File: src/inc/pbg_map.vh
// Purpose: Shared constants of the peripheral bus decode bridge
// Assumes: Included by bare name from every design file
// Notes: Offsets are within the 32 MB host chip-select region
`ifndef PBG_MAP_VH
`define PBG_MAP_VH

// Region offset width, 32 MB window
`define PBG_OFS_W 25
`define PBG_OFS_MSB 24

// Device spaces, base offsets and don't-care masks
`define PBG_UA_BASE 25'h0010000
`define PBG_UB_BASE 25'h0010010
`define PBG_UART_MASK 25'h000000f
`define PBG_NIO_BASE 25'h0020000
`define PBG_NMEM_BASE 25'h0021000
`define PBG_NDMA_BASE 25'h0022000
`define PBG_NET_MASK 25'h0000fff
`define PBG_SYN_BASE 25'h0030000
`define PBG_SYN_MASK 25'h000ffff

// Field positions in the latched offset
`define PBG_PA_MSB 2
`define PBG_PA_LSB 0
`define PBG_NA_MSB 11
`define PBG_NA_LSB 0

// Reset and idle values
`define PBG_ZERO16 16'h0000
`define PBG_ZERO8 8'h00
`define PBG_ZERO3 3'h0
`define PBG_ZERO12 12'h000
`define PBG_ZERO25 25'h0000000

// Timing: host select window and derived clock count, rounded up
`define PBG_CLK_MHZ 25
`define PBG_CS_MIN_NS 150
`define PBG_CS_MIN_CYC ((`PBG_CS_MIN_NS * `PBG_CLK_MHZ + 999) / 1000)

// Positions in the synchronised input vector
`define PBG_SY_CS 0
`define PBG_SY_BE0 1
`define PBG_SY_BE1 2
`define PBG_SY_OE 3
`define PBG_SY_RW 4
`define PBG_SY_DRQ 5
`define PBG_SY_N 6
// Idle levels: selects and enables high, request low, so no false request
`define PBG_SY_IDLE 6'h1f

`endif

File: src/hw/pbg_bridge.v
// Purpose: Decode host chip-select accesses into peripheral bus cycles
// Assumes: Host async 16-bit accesses, 25 MHz clock, sync active-low reset
// Notes: Host must add wait states to cover input sync plus strobe time
// Function
// (RULE_01) Respond only inside one 32 MB chip-select region.
// (RULE_02) Host drives the region as 16-bit asynchronous bus.
// (RULE_03) Host holds region select at least 150 ns per access.
// (RULE_04) Host has byte enables asserted when region select goes active.
// (RULE_05) Host drops byte enables half clock before select on writes.
// (RULE_06) No multiplexed or burst transfers exist on this bus.
// (RULE_07) Low enable qualifies bits 7..0, high enable bits 15..8.
// (RULE_08) Drive 3-bit peripheral address and two-way 8-bit data bus.
// (RULE_09) I/O read strobe during I/O reads and Ethernet DMA reads.
// (RULE_10) I/O write strobe only during I/O writes.
// (RULE_11) Memory read or write strobe during Ethernet memory-mode cycles.
// (RULE_12) DMA address enable held throughout Ethernet DMA transfers.
// (RULE_13) I/O and memory cycles carry byte or word sizes.
// (RULE_14) DMA read is word only with DMA acknowledge asserted.
// (RULE_15) Forward Ethernet DMA request to the host request output.
// (RULE_16) DMA-space read with request active asserts DMA acknowledge.
// (RULE_17) UART: decode, pass data both ways, steer correct byte lane.
// (RULE_18) Ethernet I/O mode and memory mode each get own space.
// (RULE_19) Host does one dummy odd byte read after reset.
// (RULE_20) Host makes every Ethernet access a full word.
// (RULE_21) Host programs Ethernet memory base to 1000 hex.
// (RULE_22) Synth decoded and byte-steered; host uses byte transfers only.
// (RULE_23) UART A, UART B and synth selects at their offsets.
// (RULE_24) Ethernet I/O, memory and DMA spaces at their offsets.
// (RULE_25) Reset drops all selects, strobes, acknowledge; bus released.
`timescale 1ns/1ps
`include "pbg_map.vh"
module pbg_bridge #(
   parameter STROBE_CYC = `PBG_CS_MIN_CYC
) (
   input wire sys_clk_in,
   input wire nrst_in,
   input wire [`PBG_OFS_MSB:0] host_addr_in,
   input wire [15:0] host_data_in,
   output wire [15:0] host_data_out,
   output wire host_data_oe_out,
   input wire periph_region_select_n_in,
   input wire low_byte_enable_n_in,
   input wire high_byte_enable_n_in,
   input wire host_output_enable_n_in,
   input wire host_read_write_n_in,
   output wire host_dma_request_out,
   output reg [2:0] periph_addr_out,
   input wire [7:0] periph_data_in,
   output reg [7:0] periph_data_out,
   output reg periph_data_oe_out,
   output reg [11:0] net_addr_out,
   input wire [15:0] net_data_in,
   output reg [15:0] net_data_out,
   output reg net_data_oe_out,
   output reg net_byte_high_enable_n_out,
   output reg io_read_strobe_n_out,
   output reg io_write_strobe_n_out,
   output reg mem_read_strobe_n_out,
   output reg mem_write_strobe_n_out,
   output reg dma_address_enable_out,
   input wire net_dma_request_in,
   output reg net_dma_ack_n_out,
   output reg net_select_n_out,
   output reg uart_a_select_n_out,
   output reg uart_b_select_n_out,
   output reg synth_select_out
);
   // Access sequence states
   localparam ST_IDLE = 3'd0;
   localparam ST_SETUP = 3'd1;
   localparam ST_STROBE = 3'd2;
   localparam ST_CAPT = 3'd3;
   localparam ST_HOLD = 3'd4;
   localparam integer STROBE_LAST_I = STROBE_CYC - 1;
   localparam [2:0] STROBE_LAST = STROBE_LAST_I[2:0];

   // Decoded space codes
   localparam SP_NONE = 3'd0;
   localparam SP_UA = 3'd1;
   localparam SP_UB = 3'd2;
   localparam SP_NIO = 3'd3;
   localparam SP_NMEM = 3'd4;
   localparam SP_NDMA = 3'd5;
   localparam SP_SYN = 3'd6;

   reg [`PBG_SY_N-1:0] sy1_r;
   reg [`PBG_SY_N-1:0] sy2_r;
   reg [`PBG_SY_N-1:0] sy3_r;
   reg [`PBG_SY_N-1:0] syf_r;
   reg [2:0] st_r;
   reg [2:0] st_nxt;
   reg [2:0] cnt_r;
   reg [2:0] space_r;
   reg [2:0] space_nxt;
   reg rd_r;
   reg be0_r;
   reg be1_r;
   reg dma_ok_r;
   reg [`PBG_OFS_MSB:0] ofs_r;
   reg [15:0] wdata_r;
   reg [15:0] cap_data;
   reg [15:0] hout_r;
   reg hout_vld_r;
   wire cs_act;
   wire buf_in_ready;
   wire buf_out_valid;
   wire [15:0] buf_out_data;
   wire buf_push;
   wire buf_pop;
   wire byte_dev;

   // Three-flop sync; each filtered bit moves only when its stages 2 and 3 agree
   always @(posedge sys_clk_in) begin
      if (!nrst_in) begin
         sy1_r <= `PBG_SY_IDLE;
         sy2_r <= `PBG_SY_IDLE;
         sy3_r <= `PBG_SY_IDLE;
         syf_r <= `PBG_SY_IDLE;
      end else begin
         sy1_r <= {net_dma_request_in, host_read_write_n_in,
                   host_output_enable_n_in, high_byte_enable_n_in,
                   low_byte_enable_n_in, periph_region_select_n_in};
         sy2_r <= sy1_r;
         sy3_r <= sy2_r;
         syf_r <= (sy2_r & sy3_r) | (syf_r & (sy2_r | sy3_r));
      end
   end

   assign cs_act = ~syf_r[`PBG_SY_CS];
   // Request is forwarded after sync so the host sees a clean level
   assign host_dma_request_out = syf_r[`PBG_SY_DRQ]; // [RULE_15]

   // Address decode within the region; offset is the low 25 bits
   always @* begin
      space_nxt = SP_NONE;
      if ((host_addr_in & ~`PBG_UART_MASK) == `PBG_UA_BASE) begin
         space_nxt = SP_UA; // [RULE_23] [RULE_17]
      end else if ((host_addr_in & ~`PBG_UART_MASK) == `PBG_UB_BASE) begin
         space_nxt = SP_UB; // [RULE_23]
      end else if ((host_addr_in & ~`PBG_NET_MASK) == `PBG_NIO_BASE) begin
         space_nxt = SP_NIO; // [RULE_24] [RULE_18]
      end else if ((host_addr_in & ~`PBG_NET_MASK) == `PBG_NMEM_BASE) begin
         space_nxt = SP_NMEM; // [RULE_24] [RULE_18]
      end else if ((host_addr_in & ~`PBG_NET_MASK) == `PBG_NDMA_BASE) begin
         space_nxt = SP_NDMA; // [RULE_24]
      end else if ((host_addr_in & ~`PBG_SYN_MASK) == `PBG_SYN_BASE) begin
         space_nxt = SP_SYN; // [RULE_23] [RULE_22]
      end
   end

   assign byte_dev = (space_r == SP_UA) | (space_r == SP_UB) | (space_r == SP_SYN);

   // Sequencer; next state
   always @* begin
      st_nxt = st_r;
      case (st_r)
         ST_IDLE: begin
            // Only plain async single accesses are recognised
            if (cs_act) begin
               st_nxt = ST_SETUP; // [RULE_01] [RULE_06]
            end
         end
         ST_SETUP: begin
            st_nxt = ST_STROBE;
         end
         ST_STROBE: begin
            if (cnt_r == STROBE_LAST) begin
               st_nxt = rd_r ? ST_CAPT : ST_HOLD;
            end
         end
         ST_CAPT: begin
            // Stall here while the buffer is full
            if (buf_in_ready) begin
               st_nxt = ST_HOLD;
            end
         end
         ST_HOLD: begin
            if (!cs_act) begin
               st_nxt = ST_IDLE;
            end
         end
         default: begin
            st_nxt = ST_IDLE;
         end
      endcase
   end

   // Sequencer registers and access latches
   always @(posedge sys_clk_in) begin
      if (!nrst_in) begin
         st_r <= ST_IDLE;
         cnt_r <= `PBG_ZERO3;
         space_r <= SP_NONE;
         rd_r <= 1'b0;
         be0_r <= 1'b0;
         be1_r <= 1'b0;
         dma_ok_r <= 1'b0;
         ofs_r <= `PBG_ZERO25;
         wdata_r <= `PBG_ZERO16;
      end else begin
         st_r <= st_nxt;
         if (st_r == ST_STROBE) begin
            cnt_r <= cnt_r + 3'd1;
         end else begin
            cnt_r <= `PBG_ZERO3;
         end
         if ((st_r == ST_IDLE) && cs_act) begin
            // Enables are valid at select time, so latch them here
            space_r <= space_nxt; // [RULE_04]
            rd_r <= syf_r[`PBG_SY_RW];
            be0_r <= ~syf_r[`PBG_SY_BE0]; // [RULE_07]
            be1_r <= ~syf_r[`PBG_SY_BE1]; // [RULE_07]
            dma_ok_r <= syf_r[`PBG_SY_DRQ] & syf_r[`PBG_SY_RW]; // [RULE_16]
            ofs_r <= host_addr_in;
            wdata_r <= host_data_in; // [RULE_13]
         end
      end
   end

   // Read capture: byte devices mirrored onto both lanes
   always @* begin
      cap_data = `PBG_ZERO16;
      if (byte_dev) begin
         cap_data = {periph_data_in, periph_data_in}; // [RULE_17] [RULE_22]
      end else if ((space_r == SP_NIO) || (space_r == SP_NMEM)) begin
         cap_data = net_data_in; // [RULE_13]
      end else if ((space_r == SP_NDMA) && dma_ok_r) begin
         cap_data = net_data_in; // [RULE_14]
      end
   end

   assign buf_push = (st_r == ST_CAPT) & buf_in_ready;
   assign buf_pop = buf_out_valid & ~hout_vld_r;

   pbg_pair_buf #(
      .W(16)
   ) u_rbuf (
      .sys_clk_in(sys_clk_in),
      .nrst_in(nrst_in),
      .in_data_in(cap_data),
      .in_valid_in(st_r == ST_CAPT),
      .in_ready_out(buf_in_ready),
      .out_data_out(buf_out_data),
      .out_valid_out(buf_out_valid),
      .out_ready_in(~hout_vld_r)
   );

   // Host read word holds until the select goes away
   always @(posedge sys_clk_in) begin
      if (!nrst_in) begin
         hout_r <= `PBG_ZERO16;
         hout_vld_r <= 1'b0;
      end else if (buf_pop) begin
         hout_r <= buf_out_data;
         hout_vld_r <= 1'b1;
      end else if ((st_r == ST_IDLE) && !cs_act) begin
         hout_vld_r <= 1'b0;
      end
   end

   assign host_data_out = hout_r;
   // Drive only while selected, reading, and output enable low
   assign host_data_oe_out = hout_vld_r & cs_act & ~syf_r[`PBG_SY_OE]; // [RULE_25]

   // Peripheral selects, strobes and data paths, all registered
   always @(posedge sys_clk_in) begin
      if (!nrst_in) begin
         periph_addr_out <= `PBG_ZERO3;
         periph_data_out <= `PBG_ZERO8;
         periph_data_oe_out <= 1'b0; // [RULE_25]
         net_addr_out <= `PBG_ZERO12;
         net_data_out <= `PBG_ZERO16;
         net_data_oe_out <= 1'b0; // [RULE_25]
         net_byte_high_enable_n_out <= 1'b1;
         io_read_strobe_n_out <= 1'b1; // [RULE_25]
         io_write_strobe_n_out <= 1'b1;
         mem_read_strobe_n_out <= 1'b1;
         mem_write_strobe_n_out <= 1'b1;
         dma_address_enable_out <= 1'b0;
         net_dma_ack_n_out <= 1'b1; // [RULE_25]
         net_select_n_out <= 1'b1;
         uart_a_select_n_out <= 1'b1;
         uart_b_select_n_out <= 1'b1;
         synth_select_out <= 1'b0;
      end else if ((st_nxt == ST_IDLE) || (st_r == ST_IDLE)) begin
         // Selects, strobes and drive enables idle between accesses; addresses and write data hold
         periph_data_oe_out <= 1'b0;
         net_data_oe_out <= 1'b0;
         net_byte_high_enable_n_out <= 1'b1;
         io_read_strobe_n_out <= 1'b1;
         io_write_strobe_n_out <= 1'b1;
         mem_read_strobe_n_out <= 1'b1;
         mem_write_strobe_n_out <= 1'b1;
         dma_address_enable_out <= 1'b0;
         net_dma_ack_n_out <= 1'b1;
         net_select_n_out <= 1'b1;
         uart_a_select_n_out <= 1'b1;
         uart_b_select_n_out <= 1'b1;
         synth_select_out <= 1'b0;
      end else begin
         periph_addr_out <= ofs_r[`PBG_PA_MSB:`PBG_PA_LSB]; // [RULE_08]
         // Write lane: low enable picks bits 7..0, else bits 15..8
         periph_data_out <= be0_r ? wdata_r[7:0] : wdata_r[15:8]; // [RULE_17] [RULE_07]
         periph_data_oe_out <= byte_dev & ~rd_r; // [RULE_08]
         net_addr_out <= ofs_r[`PBG_NA_MSB:`PBG_NA_LSB];
         net_data_out <= wdata_r;
         net_data_oe_out <= ~rd_r & ((space_r == SP_NIO) | (space_r == SP_NMEM));
         // Word-only DMA forces both lanes on
         net_byte_high_enable_n_out <= (space_r == SP_NDMA) ? 1'b0 : ~be1_r; // [RULE_14]
         uart_a_select_n_out <= ~(space_r == SP_UA); // [RULE_23]
         uart_b_select_n_out <= ~(space_r == SP_UB); // [RULE_23]
         synth_select_out <= (space_r == SP_SYN); // [RULE_23]
         net_select_n_out <= ~((space_r == SP_NIO) | (space_r == SP_NMEM)); // [RULE_18]
         // DMA cycle qualified by the request seen at select time
         dma_address_enable_out <= (space_r == SP_NDMA) & dma_ok_r; // [RULE_12]
         net_dma_ack_n_out <= ~((space_r == SP_NDMA) & dma_ok_r); // [RULE_16] [RULE_14]
         // Strobes live only in the strobe phase
         if (st_nxt == ST_STROBE) begin
            io_read_strobe_n_out <= ~(rd_r & ((space_r == SP_NIO) | byte_dev |
                                     ((space_r == SP_NDMA) & dma_ok_r))); // [RULE_09]
            io_write_strobe_n_out <= ~(~rd_r & ((space_r == SP_NIO) | byte_dev)); // [RULE_10]
            mem_read_strobe_n_out <= ~(rd_r & (space_r == SP_NMEM)); // [RULE_11]
            mem_write_strobe_n_out <= ~(~rd_r & (space_r == SP_NMEM)); // [RULE_11]
         end else begin
            io_read_strobe_n_out <= 1'b1;
            io_write_strobe_n_out <= 1'b1;
            mem_read_strobe_n_out <= 1'b1;
            mem_write_strobe_n_out <= 1'b1;
         end
      end
   end
endmodule // pbg_bridge

File: src/hw/pbg_pair_buf.v
// Purpose: Two-entry buffer with valid/ready on both sides
// Assumes: Single clock, synchronous active-low reset
// Notes: Storage is two flops addressed by read and write index
`timescale 1ns/1ps
`include "pbg_map.vh"
module pbg_pair_buf #(
   parameter W = 16
) (
   input wire sys_clk_in,
   input wire nrst_in,
   input wire [W-1:0] in_data_in,
   input wire in_valid_in,
   output wire in_ready_out,
   output wire [W-1:0] out_data_out,
   output wire out_valid_out,
   input wire out_ready_in
);
   reg [W-1:0] mem_r [0:1];
   reg wr_idx_r;
   reg rd_idx_r;
   reg [1:0] cnt_r;
   wire push;
   wire pop;

   // Honest full and empty from the fill count
   assign in_ready_out = (cnt_r != 2'd2);
   assign out_valid_out = (cnt_r != 2'd0);
   assign out_data_out = mem_r[rd_idx_r];
   assign push = in_valid_in & in_ready_out;
   assign pop = out_valid_out & out_ready_in;

   // Pointers and count
   always @(posedge sys_clk_in) begin
      if (!nrst_in) begin
         wr_idx_r <= 1'b0;
         rd_idx_r <= 1'b0;
         cnt_r <= 2'd0;
      end else begin
         if (push) begin
            wr_idx_r <= ~wr_idx_r;
         end
         if (pop) begin
            rd_idx_r <= ~rd_idx_r;
         end
         if (push & ~pop) begin
            cnt_r <= cnt_r + 2'd1;
         end else if (pop & ~push) begin
            cnt_r <= cnt_r - 2'd1;
         end
      end
   end

   // Data store, no reset needed on payload
   always @(posedge sys_clk_in) begin
      if (push) begin
         mem_r[wr_idx_r] <= in_data_in;
      end
   end
endmodule // pbg_pair_buf

File: config.mk
export PLATFORM = sky130hd
export DESIGN_NAME = pbg_bridge
export DESIGN_NICKNAME = d
export VERILOG_FILES = /design/src/hw/pbg_bridge.v /design/src/hw/pbg_pair_buf.v
export VERILOG_INCLUDE_DIRS = /design/src /design/src/inc
export SDC_FILE = /design/constraint.sdc
export NUM_CORES = 1
export LEC_CHECK = 0
export ABC_AREA = 1
export BUFFER_PORTS_ARGS = -buffer_cell sky130_fd_sc_hd__buf_2
export CAP_MARGIN = 10
export CORE_MARGIN = 2
export CORE_UTILIZATION = 55
export DETAILED_ROUTE_END_ITERATION = 6
export PLACE_DENSITY = 0.81
export SLEW_MARGIN = 20
export SYNTH_ARGS = -nofsm -noshare
export SYNTH_HDL_FRONTEND = slang
export SYNTH_SLANG_ARGS = --single-unit
File: constraint.sdc
create_clock -name sys_clk_in -period 3.15 [get_ports sys_clk_in]
set_input_delay 0 -clock sys_clk_in [delete_from_list [all_inputs] [get_ports sys_clk_in]]
set_output_delay 0 -clock sys_clk_in [all_outputs]
set_load 0.005 [all_outputs]
# == Yosys cells after proc, flatten, opt, wreduce, memory -nomap -nowiden ==
# Memories as Yosys holds them, arrays and structs flattened. A register that Yosys moved wholly into a read port is not among the register bits.
# Index checks and enable logic that the tools add are counted.
# totals
ff_bits,122
ram_bits,32
inputBits,73
mem_count,1
# op_classes
n_addsub,3
n_eq_ne,19
muxes,23
bitwise,44
reduce_logical,14
# mem_list
memory,words,word_bits,rd,rd_ports_with_merged_regs,write_ports,line_no,rtl
u_rbuf.mem_r,2,16,1,1,1,pbg_pair_buf.v:18,reg [W-1:0] mem_r [0:1];
# ops
cell,n
16-bit two-way mux,3
21-bit by 13-bit == test with 1-bit output (second input constant),2
13-bit by 6-bit == test with 1-bit output (second input constant),3
3-bit two-way mux,11
1-bit NOT,21
3-bit by 2-bit == test with 1-bit output (second input constant),6
3-bit case mux with 5 select lines,1
1-bit AND,14
6-bit AND,2
3-bit == test (second input constant),4
6-bit OR,2
9-bit by 2-bit == test with 1-bit output (second input constant),1
8-bit two-way mux,1
3-bit by 1-bit == test with 1-bit output (second input constant),2
3-bit zero test,2
2-bit nonzero test,3
1-bit two-way mux,5
1-bit OR,5
2-bit two-way mux,2
3-bit by 1-bit adder with 3-bit output (second input constant),1
1-bit logical AND,3
3-bit OR reduction,1
2-bit by 1-bit adder with 2-bit output (second input constant),1
1-bit logical OR,2
other kinds (5),5

# == Depth between registers and ports, before layout ==
# Gate-level depths: netlist of run 1.
# logic_depth
word_depth,7
mapped_depth,13
mapped_depth_nobuf,12

# == By module ==
# From an unflattened synthesis of run 1, not the netlist that was laid out.
# unflattened
cells_unflattened,784
area_unflattened_um2,6568.8
# by_module_without_submodules
mod,n_inst,cells_per_inst,area_per_inst_um2
pbg_bridge,1,697,5118.7
pbg_pair_buf,1,87,1450.1

# == Worst setup path after synthesis of run 1 ==
# No wires, ideal clock.
# synth_path
path_type,register to register
startpoint,register u_rbuf.cnt_r[0]
endpoint,register u_rbuf.cnt_r[1]
arrival_time_ns,1.750
required_ns,3.028
path_slack_ns,1.278
stages_incl_launch_ff,10
period_less_slack_ns,1.872
path_cell_list,dfxtp_1 > inv_1 > a21oi_1 > clkbuf_1 > inv_1 > ha_1 > a21oi_1 > o21ai_0 > o21ai_0 > a21oi_1
# synth_between
elab_chain_cells,5
word_cells_on_any_way,13
classes_between,add/sub (2); eq/ne (1); mux (2); bitwise (6); reduce/logical (2)
# synth_lines
item,line_no,rtl
"start, declared",pbg_pair_buf.v:21,reg [1:0] cnt_r;
"start signal, assigned",pbg_pair_buf.v:46,cnt_r <= cnt_r + 2'd1;
"start signal, assigned",pbg_pair_buf.v:48,cnt_r <= cnt_r - 2'd1;
2-bit inequality test or 2-bit nonzero test (tied branches),"pbg_pair_buf.v:26, pbg_pair_buf.v:27",
1-bit AND (on tied branches),"pbg_pair_buf.v:29, pbg_pair_buf.v:30",
1-bit NOT (on tied branches),"pbg_pair_buf.v:47, pbg_pair_buf.v:45",
1-bit AND (on tied branches),"pbg_pair_buf.v:47, pbg_pair_buf.v:45",
2-bit nonzero test (no line) or 2-bit two-way mux (tied branches),--,
# Parallel ways exist; a longest one is shown, timed or not. The select of a mux whose other input is x is not followed.
# A chain may end at the register's enable or synchronous reset.

# == Final worst setup path of run 1 ==
# layout_path
startpoint,register space_r[2]
endpoint,"memory u_rbuf.mem_r[0][14], data pin"
# layout_between
elab_chain_cells,5
word_cells_on_any_way,13
classes_between,eq/ne (6); mux (3); bitwise (2); reduce/logical (2)
# layout_lines
item,line_no,rtl
"start, declared",pbg_bridge.v:93,reg [2:0] space_r;
"start signal, assigned",pbg_bridge.v:209,space_r <= space_nxt;
3-bit == test,pbg_bridge.v:227,end else if ((space_r == SP_NDMA) && dma_ok_r) begin
1-bit logical AND,pbg_bridge.v:227,
16-bit two-way mux,pbg_bridge.v:227,
16-bit two-way mux,pbg_bridge.v:225,end else if ((space_r == SP_NIO) || (space_r == SP_NMEM)) begin
16-bit two-way mux *,pbg_bridge.v:223,if (byte_dev) begin
via cap_data[14],pbg_bridge.v:101,reg [15:0] cap_data;
"end, declared",pbg_pair_buf.v:18,
# The timed path passes the listed nets; every way through them passes the cells marked *.

==> results of run 1 <==
-- cell usage in the layout, fill, tap and decap left out, types with 32 or more instances in the layout --
cell | Yosys | layout
nand3_1 | 47 | 47
inv_1 | 74 | 74
dfxtp_1 | 135 | 135
nor2_1 | 103 | 103
edfxtp_1 | 32 | 32
a21oi_1 | 48 | 47
dlygate4sd3_1 | 0 | 64
buf_2 | 3 | 142
nand2_1 | 151 | 151
o21ai_0 | 85 | 85
-- where the power goes --
group / total (mW) / internal (mW) / switching [mW]
clock network: 2.09 / 1.28 / 0.811
registers: 2.36 / 2.29 / 0.0787
logic: 0.571 / 0.249 / 0.322
total: 5.03 / 3.82 / 1.21
-- cell families (layout without fill, tap and decap cells) --
logic type / Yosys count / in the layout / synth area share [%]
AOI/OAI and AO/OA: 153 / 153 / 12.3
buffers and inverters: 118 / 322 / 7.72
and+or+nand+nor: 334 / 334 / 22.1
DFF: 167 / 167 / 57.3
adders and majority gates: 3 / 3 / 0.587
-- cell usage after synthesis (2+ instances only) --
master    number  share of area (%)
nor2_1       103                6.0
clkbuf_1      28                1.6
inv_1         74                4.3
nand4_1        3               0.29
o21ai_1        2               0.16
a21oi_1       48                3.8
buf_4          6               0.70
or2_2         15                1.5
buf_6          3               0.53
nand3_1       47                3.7
edfxtp_1      32                 15
buf_2          3               0.23
nor2_2         3               0.29
ha_1           3               0.59
o21ai_0       85                6.6
nand2_1      151                8.9
dfxtp_1      135                 42
a31oi_1       17                1.7
nor3_1         6               0.47
-- path summary, 6_finish.rpt --
kind | endpoint | slack, ns | cells past startpoint
setup / recovery | u_rbuf.mem_r[0][14]$_DFFE_PP_ | 0.93 | 6
hold / removal | space_r[0]$_SDFFE_PN0P_ | 0.01 | 5
setup reg to reg | u_rbuf.mem_r[0][14]$_DFFE_PP_ | 0.93 | 6
hold reg to reg | sy2_r[3]$_SDFF_PN1_ | 0.41 | 1
-- layout make-up --
cell class                 instances  area share, %
sequential                       167           43.6
inverter                          77           3.47
timing repair buffer             213           16.7
tap                              143           2.13
clock inverter                    13           1.83
clock buffer                      19           5.40
multi-input combinational        490           26.8
-- stage by stage --
step	hold slack, ns	utilization (%)
after floorplan	0.0976	-
after global placement	0.184	62.8
after detailed placement	0.188	62.8
after CTS	0.00656	73.8
after global routing	0.0496	73.8
final	0.0120	73.8
-- state kept, by name, indices dropped and copies added (netlist names), 2 cells and up --
name / flops
space_r: 3
host_data_out: 16
u_rbuf.cnt_r: 2
sy2_r: 6
cnt_r: 3
ofs_r: 12
syf_r: 6
periph_data_out: 8
u_rbuf.mem_r: 32
net_addr_out: 10
sy1_r: 6
net_data_out: 16
periph_addr_out: 2
sy3_r: 6
wdata_r: 16
st_r: 3
-- per-layer routing --
layer	vias to the layer above	part of all wire (%)
li1	2891	-
met2	200	51
met4	0	4.9
met5	-	0
met1	2649	40
met3	63	4.6
-- worst min-delay path: stages --
cell	delay, ns
buf_2	0.11
nand3_1	0.08
o211ai_1	0.10
nand2_1	0.07
inv_1	0.03
==> results.txt, run 1 <==
----------------------------------------------------
[GRT]
  Total global routing track utilization ... between 20% and 30%
  Met2 demand-to-capacity share in global routing ... 44.8%
  GRT overflow ... 0
  Busiest grt layer ... met2
  Met3 usage ... 6.42%
  Met1 Resource Use GR ... between 20% and 30%
  Global-route wire length before repair ... 25,900 µm
  Initial antenna violation count ... 0
  Maximum number of pins on one net before global-route repair ... 94
  Via count of the first global-routing pass ... 5,684

[Layout]
  Fin nets ... 1,042
  Number of standard cells in the final layout excluding fillers ... 1,122
  Area of combinational cells with multiple inputs ... 0.00225 mm²
  Share of layout cells above drive strength 1 ... roughly a fifth
  Number of filler instances in the final layout ... 829
  Area growth from synthesis to layout ... 31.2%
  Storage element area ... around 0.0037 mm²
  Count of antenna diodes in the layout ... 0
  Final Instance Area ... 0.00839 mm²

[Detailed routing]
  Total vias in the final route ... about 5,800
  Number of DRC markers in iteration 0 ... 569
  Number of remaining DRC errors ... 0
  Vias per Instance ... 5.17
  Routed Wire Length ... ~16,000 µm
  DRT antenna net count ... 0
  DR pass1 iterations ... 5
  WL/cell ... between 10 and 15 µm

[Power and ir drop]
  Total power per unit cell area ... 599 mW/mm²
  Leakage Power ... 3.80 nW
  Final Total Pwr ... 5.03 mW
  Peak VDD IR ... roughly 0.00054 V

[Critical path]
  CP most frequent cell ... nand2_1
  Worst R2R Start ... space_r[2]$_SDFFE_PN0P_
  Crit path max-delay cell type ... dlygate4sd3_1
  Nature of the critical path endpoint ... register
  CP arrival ... 2.50 ns
  Buf+Inv Stages, Crit Path ... 2
  Endpoint required time on the critical path ... 3.43 ns
  Top fanout value on the critical path ... 18
  Sequence of cells on the critical path ... inv_1 -> nand2_1 -> o21ai_2 -> o21ai_0 -> nand2_1 -> dlygate4sd3_1
  Startpoint types ... register
  Longest individual stage delay on the worst path ... 0.59 ns
  Top cell family by delay on the critical path ... compound AO/OA/AOI/OAI gates
  Launch point of the worst path ... space_r[2]$_SDFFE_PN0P_
  Critical Setup Path Class ... register to register

[Floorplan]
  Num ports ... approximately 140
  Die span in y ... about 110 µm
  Number of cell rows ... 39
  Die Width ... 112 µm
  Full die area ... 0.0125 mm²
  CORE AREA ... about 0.011 mm²
  Initial standard-cell utilization of the core ... 56.3%

[Clock network]
  Number of cells upsized or downsized after cts ... 0
  Number of setup buffers added after CTS ... 0
  Worst skew pair latency ... roughly 0.42 ns
  Post-CTS Hold Fix Bufs ... 64
  Clock-pin slew reported for the worst setup and hold paths after clock tree synthesis ... 0.06 ns
  CTS H-tree depth ... 4
  Clk root buf ... clkbuf_16
  Buffer levels on the longest clock path ... 2
  Clock tree from TritonCTS ... done
  TritonCTS Buffers ... 17
  CTS sink count ... between 150 and 200

[STA]
  Setup repair after global routing missed its margin ... no
  Worst relative slew slack ... 44.4%
  Minimum clock period ... 2.22 ns
  Transition time at the pin with the least slew margin ... 0.834 ns
  Final max-slew violation count ... 0
  Post-route setup slack ... 0.926 ns
  Clock skew after layout ... about 0.0064 ns
  Setup violators final ... 0
  Number of endpoints with negative hold slack in the final report ... 0
  Post-Route Setup TNS ... 0 ns
  Fin crit share ... 70.6%
  Max Freq ... 450 MHz

[Synth]
  Most used flip-flop cell after synthesis ... dfxtp_1
  Syn avg cell area ... 8.26 µm²
  Yosys warning total ... 0
  Fraction of registers with async set/reset ... 0%
  Post-synthesis register bit count ... 167
  Mapped Area ... 0.00640 mm²
  Cells after Synth ... 775
  Number of library cell types mapped by synthesis ... 30
  Post-synth EDFFs ... 32
  Nets in the synthesized netlist ... 851
  Post-synthesis sequential area ratio ... 57.3%

[Place]
  Placement Setup Slack ... 1.12 ns
  Last weighted congestion value of the routability-driven placer ... 0.855
  Buffers added on ports ... roughly 140
  Total placed cells including tap cells ... approximately 1,000
  Cell Area, Placed ... 0.00714 mm²
  Half-perimeter wire length after detailed placement ... approximately 9300 µm

[Status]
  Result of the run ... complete, no violations

[Min path]
  Path class of the lowest-slack min-delay path ... primary input to register
  Startpoint of the lowest-slack hold path ... host_addr_in[17]

[Flow run]
  Max-cap violation count ... 0

----------------------------------------------------
No activity file was read; power rests on OpenSTA's default activity.
==> inputs of run 2 (changes only) <==
--- a/config.mk
+++ b/config.mk
@@ -10,9 +10,9 @@
 export BUFFER_PORTS_ARGS = -buffer_cell sky130_fd_sc_hd__buf_2
 export CAP_MARGIN = 10
 export CORE_MARGIN = 2
-export CORE_UTILIZATION = 55
+export CORE_UTILIZATION = 48
 export DETAILED_ROUTE_END_ITERATION = 6
-export PLACE_DENSITY = 0.81
+export PLACE_DENSITY = 0.75
 export SLEW_MARGIN = 20
 export SYNTH_ARGS = -nofsm -noshare
 export SYNTH_HDL_FRONTEND = slang
==> constraint.sdc (replaced) <==
create_clock -name sys_clk_in -period 1.98 [get_ports sys_clk_in]
set_input_delay 0 -clock sys_clk_in [delete_from_list [all_inputs] [get_ports sys_clk_in]]
set_output_delay 0 -clock sys_clk_in [all_outputs]
set_load 0.005 [all_outputs]
==> results.txt, run 2 (same netlist as run 1, synthesis figures left out) <==
----------------------------------------------------
[Status]
  Result of the run ... complete, no violations

[STA]
  Hold slack ... 0.0122 ns (+0.000270 ns)
  Number of endpoints with negative hold slack in the final report ... 0 (unchanged)
  Setup repair after global routing missed its margin ... no
  Max Freq ... 541 MHz (+20%)
  Fin crit share ... 93.4% (+23 points)
  Minimum clock period ... 1.85 ns (-0.373 ns)
  Post-Route Setup TNS ... 0 ns (unchanged)
  Clock skew after layout ... 0.00733 ns (+0.000906 ns)
  Post-route setup slack ... 0.130 ns (-0.797 ns)
  Transition time at the pin with the least slew margin ... 0.555 ns (-0.279 ns)
  Final max-slew violation count ... 0 (unchanged)
  Worst relative slew slack ... 62.9% (+19 points)
  Setup violators final ... 0 (unchanged)

[Clock network]
  CTS H-tree depth ... 4 (unchanged)
  TritonCTS Buffers ... 17 (unchanged)
  Clock-pin slew reported for the worst setup and hold paths after clock tree synthesis ... 0.07 ns (about the same)
  Clock tree from TritonCTS ... done
  CTS sink count ... 167 (unchanged)
  Clk root buf ... clkbuf_16
  Worst skew pair latency ... 0.43 ns (about the same)
  Buffer levels on the longest clock path ... 2 (unchanged)

[Place]
  Cell Area, Placed ... 0.00722 mm² (+1.1%)
  Buffers added on ports ... 142 (unchanged)
  Half-perimeter wire length after detailed placement ... 9340 µm (+0.41%)
  Total placed cells including tap cells ... 1,064 (+3.7%)
  Placement Setup Slack ... 0.101 ns (-1.02 ns)
  Last weighted congestion value of the routability-driven placer ... 0.894 (+4.6%)

[Floorplan]
  Die Width ... 119 µm (+6.8%)
  CORE AREA ... 0.0131 mm² (+16%)
  Num ports ... 143 (unchanged)
  Initial standard-cell utilization of the core ... 48.7% (-7.6 points)
  Die span in y ... 119 µm (+6.8%)
  Full die area ... 0.0143 mm² (+14%)
  Number of cell rows ... 42 (+7.7%)

[Detailed routing]
  DRT antenna net count ... 0 (unchanged)
  Met3 WL post-DR ... 737 µm (+2.8%)
  WL/cell ... 13.7 µm (-2.8%)
  Number of DRC markers in iteration 0 ... 450 (-21%)
  Number of remaining DRC errors ... 0 (unchanged)
  Routed length on met1 ... 6610 µm (+5.2%)
  Top routing layer in use ... met4
  Total vias in the final route ... 5,762 (-0.71%)
  Detailed route wirelength on metal2 ... 7810 µm (-2.3%)
  Routed Wire Length ... 15,800 µm (+0.41%)
  DR pass1 iterations ... 7 (+2)
  Vias per Instance ... 4.97 (-3.9%)

[Critical path]
  Endpoint required time on the critical path ... 2.28 ns (-1.15 ns)
  Nature of the critical path endpoint ... register
  Top fanout value on the critical path ... 10 (-8)
  Longest individual stage delay on the worst path ... 0.32 ns (-0.27 ns)
  Critical Setup Path Class ... register to register
  Sequence of cells on the critical path ... ha_1 -> ha_1 -> o21ai_0 -> nand2_1 -> nand2_1 -> nor2_2 -> nand2_2 -> nand2_8 -> nor2_4 -> o21ai_0
  CP arrival ... 2.15 ns (-0.35 ns)
  Startpoint types ... register
  Crit path max-delay cell type ... dfxtp_1

[Power and ir drop]
  Peak VDD IR ... 0.000595 V (+9.7%)
  Leakage Power ... 3.80 nW (-0.21%)
  Final Total Pwr ... 8.03 mW (+60%)
  Total power per unit cell area ... 946 mW/mm² (+58%)

[GRT]
  Global-route wire length before repair ... 25,200 µm (-2.6%)
  GRT overflow ... 0 (unchanged)
  Initial antenna violation count ... 0 (unchanged)
  Maximum number of pins on one net before global-route repair ... 58 (-38%)
  Via count of the first global-routing pass ... 5,334 (-6.2%)
  Total global routing track utilization ... 22.4% (-3.5 points)

[Layout]
  Number of standard cells in the final layout excluding fillers ... 1,159 (+3.3%)
  Highest-count cells in the layout ignoring fill and taps ... nand2_1, buf_2, dfxtp_1
  Fin nets ... 1,046 (+0.38%)
  Commonest non-fill, non-tap cell in the layout ... nand2_1
  Count of antenna diodes in the layout ... 0 (unchanged)
  Area growth from synthesis to layout ... 32.7%
  Final Instance Area ... 0.00849 mm² (+1.1%)
  Number of flip-flops in the largest register ... 32 (unchanged)
  Final core occ ... 64.6% (-9.2 points)
  Share of layout cells above drive strength 1 ... 22.1% (+0.93 points)
  Top reg by flops ... u_rbuf.mem_r

[Min path]
  Path class of the lowest-slack min-delay path ... primary input to register

[Flow run]
  Max-cap violation count ... 0 (unchanged)

----------------------------------------------------
run 2: layout make-up:
type	instances	area [µm²]
Clock buffer	19	475
Clock inverter	13	130
Fill cell	1071	4650
Inverter	77	297
Multi-Input combinational cell	490	2260
Sequential cell	167	3660
Tap cell	176	220
Timing Repair Buffer	217	1450
run 2: per-layer routing:
| layer | vias to the layer above | GRT usage, % |
|---|---|---|
| li1 | 2896 | - |
| met1 | 2607 | 26.4 |
| met2 | 204 | 37.1 |
| met3 | 55 | 5.70 |
| met4 | 0 | 12.9 |
| met5 | - | 0 |
run 2: worst max-delay path: cells and delay by family, from the launching register on:
family	cells	cell delay, ns
flops	1	0.32
compound gates	2	0.32
simple gates	6	0.69
fa+ha+maj	2	0.39
run 2: power breakdown:
| part | switching [mW] | leakage, nW | total (mW) | internal (mW) |
|---|---|---|---|---|
| clock | 1.45 | 0.294 | 3.37 | 1.91 |
| combinational | 0.539 | 2.11 | 0.950 | 0.411 |
| sequential | 0.0784 | 1.39 | 3.71 | 3.63 |
run 2: final timing paths:
path / cells past startpoint / slack (ns) / end / start
worst min-delay path: 5 / 0.01 / space_r[0]$_SDFFE_PN0P_ / host_addr_in[17]
worst max register to register: 10 / 0.13 / net_byte_high_enable_n_out$_SDFF_PP1_ / cnt_r[0]$_SDFF_PN0_
worst max-delay path: 10 / 0.13 / net_byte_high_enable_n_out$_SDFF_PP1_ / cnt_r[0]$_SDFF_PN0_
worst min register to register: 1 / 0.41 / sy2_r[2]$_SDFF_PN1_ / sy1_r[2]$_SDFF_PN1_
run 2: repair_timing:
item / in CTS / in global routing
hold buffers: 59 / 0
hold endpoints to repair: 68 / 0
resized for setup: 0 / 7
setup endpoints to repair: 0 / 28
setup buffers: 0 / 4
==> inputs of run 3 (changes only) <==
--- a/config.mk
+++ b/config.mk
@@ -6,7 +6,6 @@
 export SDC_FILE = /design/constraint.sdc
 export NUM_CORES = 1
 export LEC_CHECK = 0
-export ABC_AREA = 1
 export BUFFER_PORTS_ARGS = -buffer_cell sky130_fd_sc_hd__buf_2
 export CAP_MARGIN = 10
 export CORE_MARGIN = 2
==> constraint.sdc (replaced) <==
create_clock -name sys_clk_in -period 1.98 [get_ports sys_clk_in]
set_input_delay 0 -clock sys_clk_in [delete_from_list [all_inputs] [get_ports sys_clk_in]]
set_output_delay 0 -clock sys_clk_in [all_outputs]
set_load 0.1 [all_outputs]
==> results.txt, run 3 <==
----------------------------------------------------
[Power and ir drop]
  Power spent charging and discharging nets ... 3.15 mW (+52%)
  Peak VDD IR ... 0.00112 V (+88%)
  Proportion of power drawn by the clock network ... 33.0% (-8.9 points)
  Cell Int Power ... 6.06 mW (+1.6%)
  Sequential share of power ... 41.2% (-5.0 points)
  Proportion of power drawn by combinational gates ... 25.7% (+14 points)
  Leakage Power ... 3.57 nW (-5.9%)
  Total power per unit cell area ... 1090 mW/mm² (+15%)
  Switching Fraction ... 34.2% (+8.5 points)

[STA]
  Worst relative slew slack ... 50.5% (-12 points)
  Number of endpoints with negative hold slack in the final report ... 0 (unchanged)
  Hold slack ... 0.0889 ns (+0.0766 ns)
  Minimum clock period ... 1.87 ns (+0.0204 ns)
  Max Freq ... 535 MHz (-1.1%)
  Setup repair after global routing missed its margin ... no
  Transition time at the pin with the least slew margin ... 0.743 ns (+0.188 ns)
  Fin crit share ... 94.5% (+1.0 points)
  Clock skew after layout ... 0.0147 ns (+0.00734 ns)
  Post-Route Setup TNS ... 0 ns (unchanged)
  Setup violators final ... 0 (unchanged)
  Final max-slew violation count ... 0 (unchanged)

[Place]
  Half-perimeter wire length after detailed placement ... 9620 µm (+3.0%)
  Buffers added on ports ... 142 (unchanged)
  Last weighted congestion value of the routability-driven placer ... 0.861 (-3.8%)

[Floorplan]
  Full die area ... 0.0142 mm² (-0.83%)
  CORE AREA ... 0.0131 mm² (-0.40%)
  Die span in y ... 119 µm (-0.41%)
  Die Width ... 119 µm (-0.41%)
  Num ports ... 143 (unchanged)
  Number of cell rows ... 42 (unchanged)
  Initial standard-cell utilization of the core ... 48.5% (-0.23 points)

[Min path]
  Path class of the lowest-slack min-delay path ... primary input to register

[Critical path]
  Longest individual stage delay on the worst path ... 0.46 ns (+0.14 ns)
  Crit path max-delay cell type ... or3b_2
  Endpoint required time on the critical path ... 2.33 ns (+0.05 ns)
  CP arrival ... 2.22 ns (+0.07 ns)
  Buf+Inv Stages, Crit Path ... 1 (+1)
  Nature of the critical path endpoint ... register
  Startpoint types ... register
  Critical Setup Path Class ... register to register
  Top fanout value on the critical path ... 5 (-5)
  Top cell family by delay on the critical path ... simple AND/OR/NAND/NOR gates
  Sequence of cells on the critical path ... nand2b_1 -> or3b_2 -> inv_1 -> ha_1 -> or3_1 -> a21boi_1

[Clock network]
  Buffer levels on the longest clock path ... 2 (unchanged)
  CTS sink count ... 167 (unchanged)
  Worst skew pair latency ... 0.42 ns (about the same)
  Clock tree from TritonCTS ... done
  Clock-pin slew reported for the worst setup and hold paths after clock tree synthesis ... 0.06 ns (about the same)
  TritonCTS Buffers ... 17 (unchanged)
  CTS H-tree depth ... 4 (unchanged)
  Clk root buf ... clkbuf_16

[Layout]
  Number of flip-flops in the largest register ... 32 (unchanged)
  Top reg by flops ... u_rbuf.mem_r
  Storage element area ... 0.00367 mm² (about the same)
  Area of combinational cells with multiple inputs ... 0.00248 mm² (+9.8%)
  Area growth from synthesis to layout ... 33.0%
  Fin nets ... 900 (-14%)
  Commonest non-fill, non-tap cell in the layout ... nand2_1
  Number of filler instances in the final layout ... 1,003 (-6.3%)
  Highest-count cells in the layout ignoring fill and taps ... nand2_1, buf_2, dfxtp_1
  Count of antenna diodes in the layout ... 0 (unchanged)
  Share of layout cells above drive strength 1 ... 24.5% (+2.4 points)

[GRT]
  Via count of the first global-routing pass ... 5,077 (-4.8%)
  GRT overflow ... 0 (unchanged)
  Total global routing track utilization ... 21.7% (-0.69 points)
  Maximum number of pins on one net before global-route repair ... 99 (+71%)
  Global-route wire length before repair ... 24,200 µm (-3.9%)
  Initial antenna violation count ... 0 (unchanged)

[Synth]
  Yosys warning total ... 0 (unchanged)
  Synthesized-area fraction occupied by ao, oa, aoi and oai cells ... 16.6% (+4.3 points)
  Post-synthesis sequential area ratio ... 57.8% (+0.50 points)
  Nets in the synthesized netlist ... 704 (-17%)
  Leading cell types by count after synthesis ... nand2_1, dfxtp_1, a21boi_0, edfxtp_1, clkbuf_1
  Mapped Area ... 0.00634 mm² (-0.86%)
  Combinational family with the most area after synthesis ... simple AND/OR/NAND/NOR gates
  Syn avg cell area ... 10.1 µm² (+22%)
  Xor and xnor fraction of the mapped netlist area ... 0.690% (+0.69 points)
  Number of library cell types mapped by synthesis ... 43 (+43%)
  Most used flip-flop cell after synthesis ... dfxtp_1
  Cell types with the largest area share after synthesis ... dfxtp_1, edfxtp_1, nand2_1, a21boi_0, o211a_1
  Fraction of registers with async set/reset ... 0% (unchanged)
  Cell taking the most area after synthesis ... dfxtp_1
  Area share of the largest cell type after synthesis ... 42.6% (+0.37 points)
  Cells after Synth ... 628 (-19%)
  Cell with the most instances after synthesis ... nand2_1
  Post-synthesis register bit count ... 167 (unchanged)
  Synth Area in Simple Gates ... 16.9% (-5.2 points)
  Proportion of synthesized area in mux cells ... 3.79% (+3.8 points)
  Post-synth EDFFs ... 32 (unchanged)
  Adder-cell area share of the yosys netlist ... 0.592% (+0.0051 points)

[Flow run]
  Max-cap violation count ... 0 (unchanged)

[Detailed routing]
  DRT antenna net count ... 0 (unchanged)
  Number of DRC markers in iteration 0 ... 296 (-34%)
  Top routing layer in use ... met4
  Routed length on met1 ... 6320 µm (-4.3%)
  Vias per Instance ... 5.11 (+2.7%)
  Met3 WL post-DR ... 809 µm (+9.8%)
  Detailed route wirelength on metal2 ... 7690 µm (-1.6%)
  Routed Wire Length ... 15,200 µm (-3.8%)
  WL/cell ... 15.0 µm (+10%)
  Total vias in the final route ... 5,174 (-10%)
  DR pass1 iterations ... 5 (-2)
  Number of remaining DRC errors ... 0 (unchanged)

[Status]
  Result of the run ... complete, no violations

----------------------------------------------------
==> run 3: repair_timing <==
action	4_1_cts	5_1_grt
buffers inserted	0	0
hold buffers	60	0
hold endpoints to repair	83	0
gates resized for setup	0	5
endpoints found under the setup margin	0	2
==> run 3: metal layers <==
layer / vias up / GRT usage, %
met5: - / 0
li1: 2536 / -
met1: 2438 / 25.7
met2: 173 / 36.9
met3: 27 / 5.75
met4: 0 / 10.0
==> run 3: path summary, 6_finish.rpt <==
| path | start | to | slack, ns | cells after the start |
|---|---|---|---|---|
| worst max register to register | u_rbuf.cnt_r[0]$_SDFFE_PN0P_ | u_rbuf.cnt_r[1]$_SDFFE_PN0P_ | 0.11 | 6 |
| worst min-delay path | host_addr_in[22] | space_r[0]$_SDFFE_PN0P_ | 0.09 | 5 |
| worst min register to register | sy1_r[0]$_SDFF_PN1_ | sy2_r[0]$_SDFF_PN1_ | 0.40 | 1 |
| worst max-delay path | u_rbuf.cnt_r[0]$_SDFFE_PN0P_ | u_rbuf.cnt_r[1]$_SDFFE_PN0P_ | 0.11 | 6 |
==> run 3: cells by family (layout without fill, tap and decap cells) <==
kind of cell	count (synthesis)	after routing
AOI/OAI and AO/OA	137	137
xor gates and xnor gates	5	5
adders and majority gates	3	3
buffers and inverters	52	261
DFF	167	167
muxes	24	24
and+or+nand+nor	240	240
==> run 3: worst register-to-register path, stage by stage, from the launching register on <==
cell and delay [ns]:
dfxtp_2 0.37, nand2b_1 0.13, or3b_2 0.46, inv_1 0.09, ha_1 0.26, or3_1 0.37, a21boi_1 0.14
==> run 3: power groups by stage <==
stage                     Clock [mW]  Sequential (mW)  Combinational [mW]
after floorplan                    0             4.95               0.727
after global placement             0             3.85                2.22
after detailed placement           0             3.87                2.27
after CTS                       3.09             3.79                2.37
after global routing            3.22             3.82                2.49
final                           3.04             3.80                2.37
==> run 3: cell type report <==
class / count / share of cell area (%)
flip-flops and latches: 167 / 43.5
clock buffers: 18 / 5.21
well taps: 176 / 2.61
clock inverters: 14 / 1.28
multi-input cells: 409 / 29.3
repair buffers: 220 / 17.7
inverters: 9 / 0.400
==> run 3: per-stage QoR <==
| stage | instances | power, mW | utilization (%) | setup slack (ns) | cell area (µm²) |
|---|---|---|---|---|---|
| 2_1_floorplan | 628 | 5.68 | - | 0.0116 | 6350 |
| 3_3_place_gp | 921 | 6.07 | 55.6 | 0.114 | 7280 |
| 3_5_place_dp | 921 | 6.13 | 55.6 | 0.0473 | 7280 |
| 4_1_cts | 1013 | 9.26 | 64.4 | 0.0124 | 8430 |
| 5_1_grt | 1013 | 9.53 | 64.5 | 0.0247 | 8440 |
| 6_report | 1013 | 9.21 | 64.5 | 0.110 | 8440 |
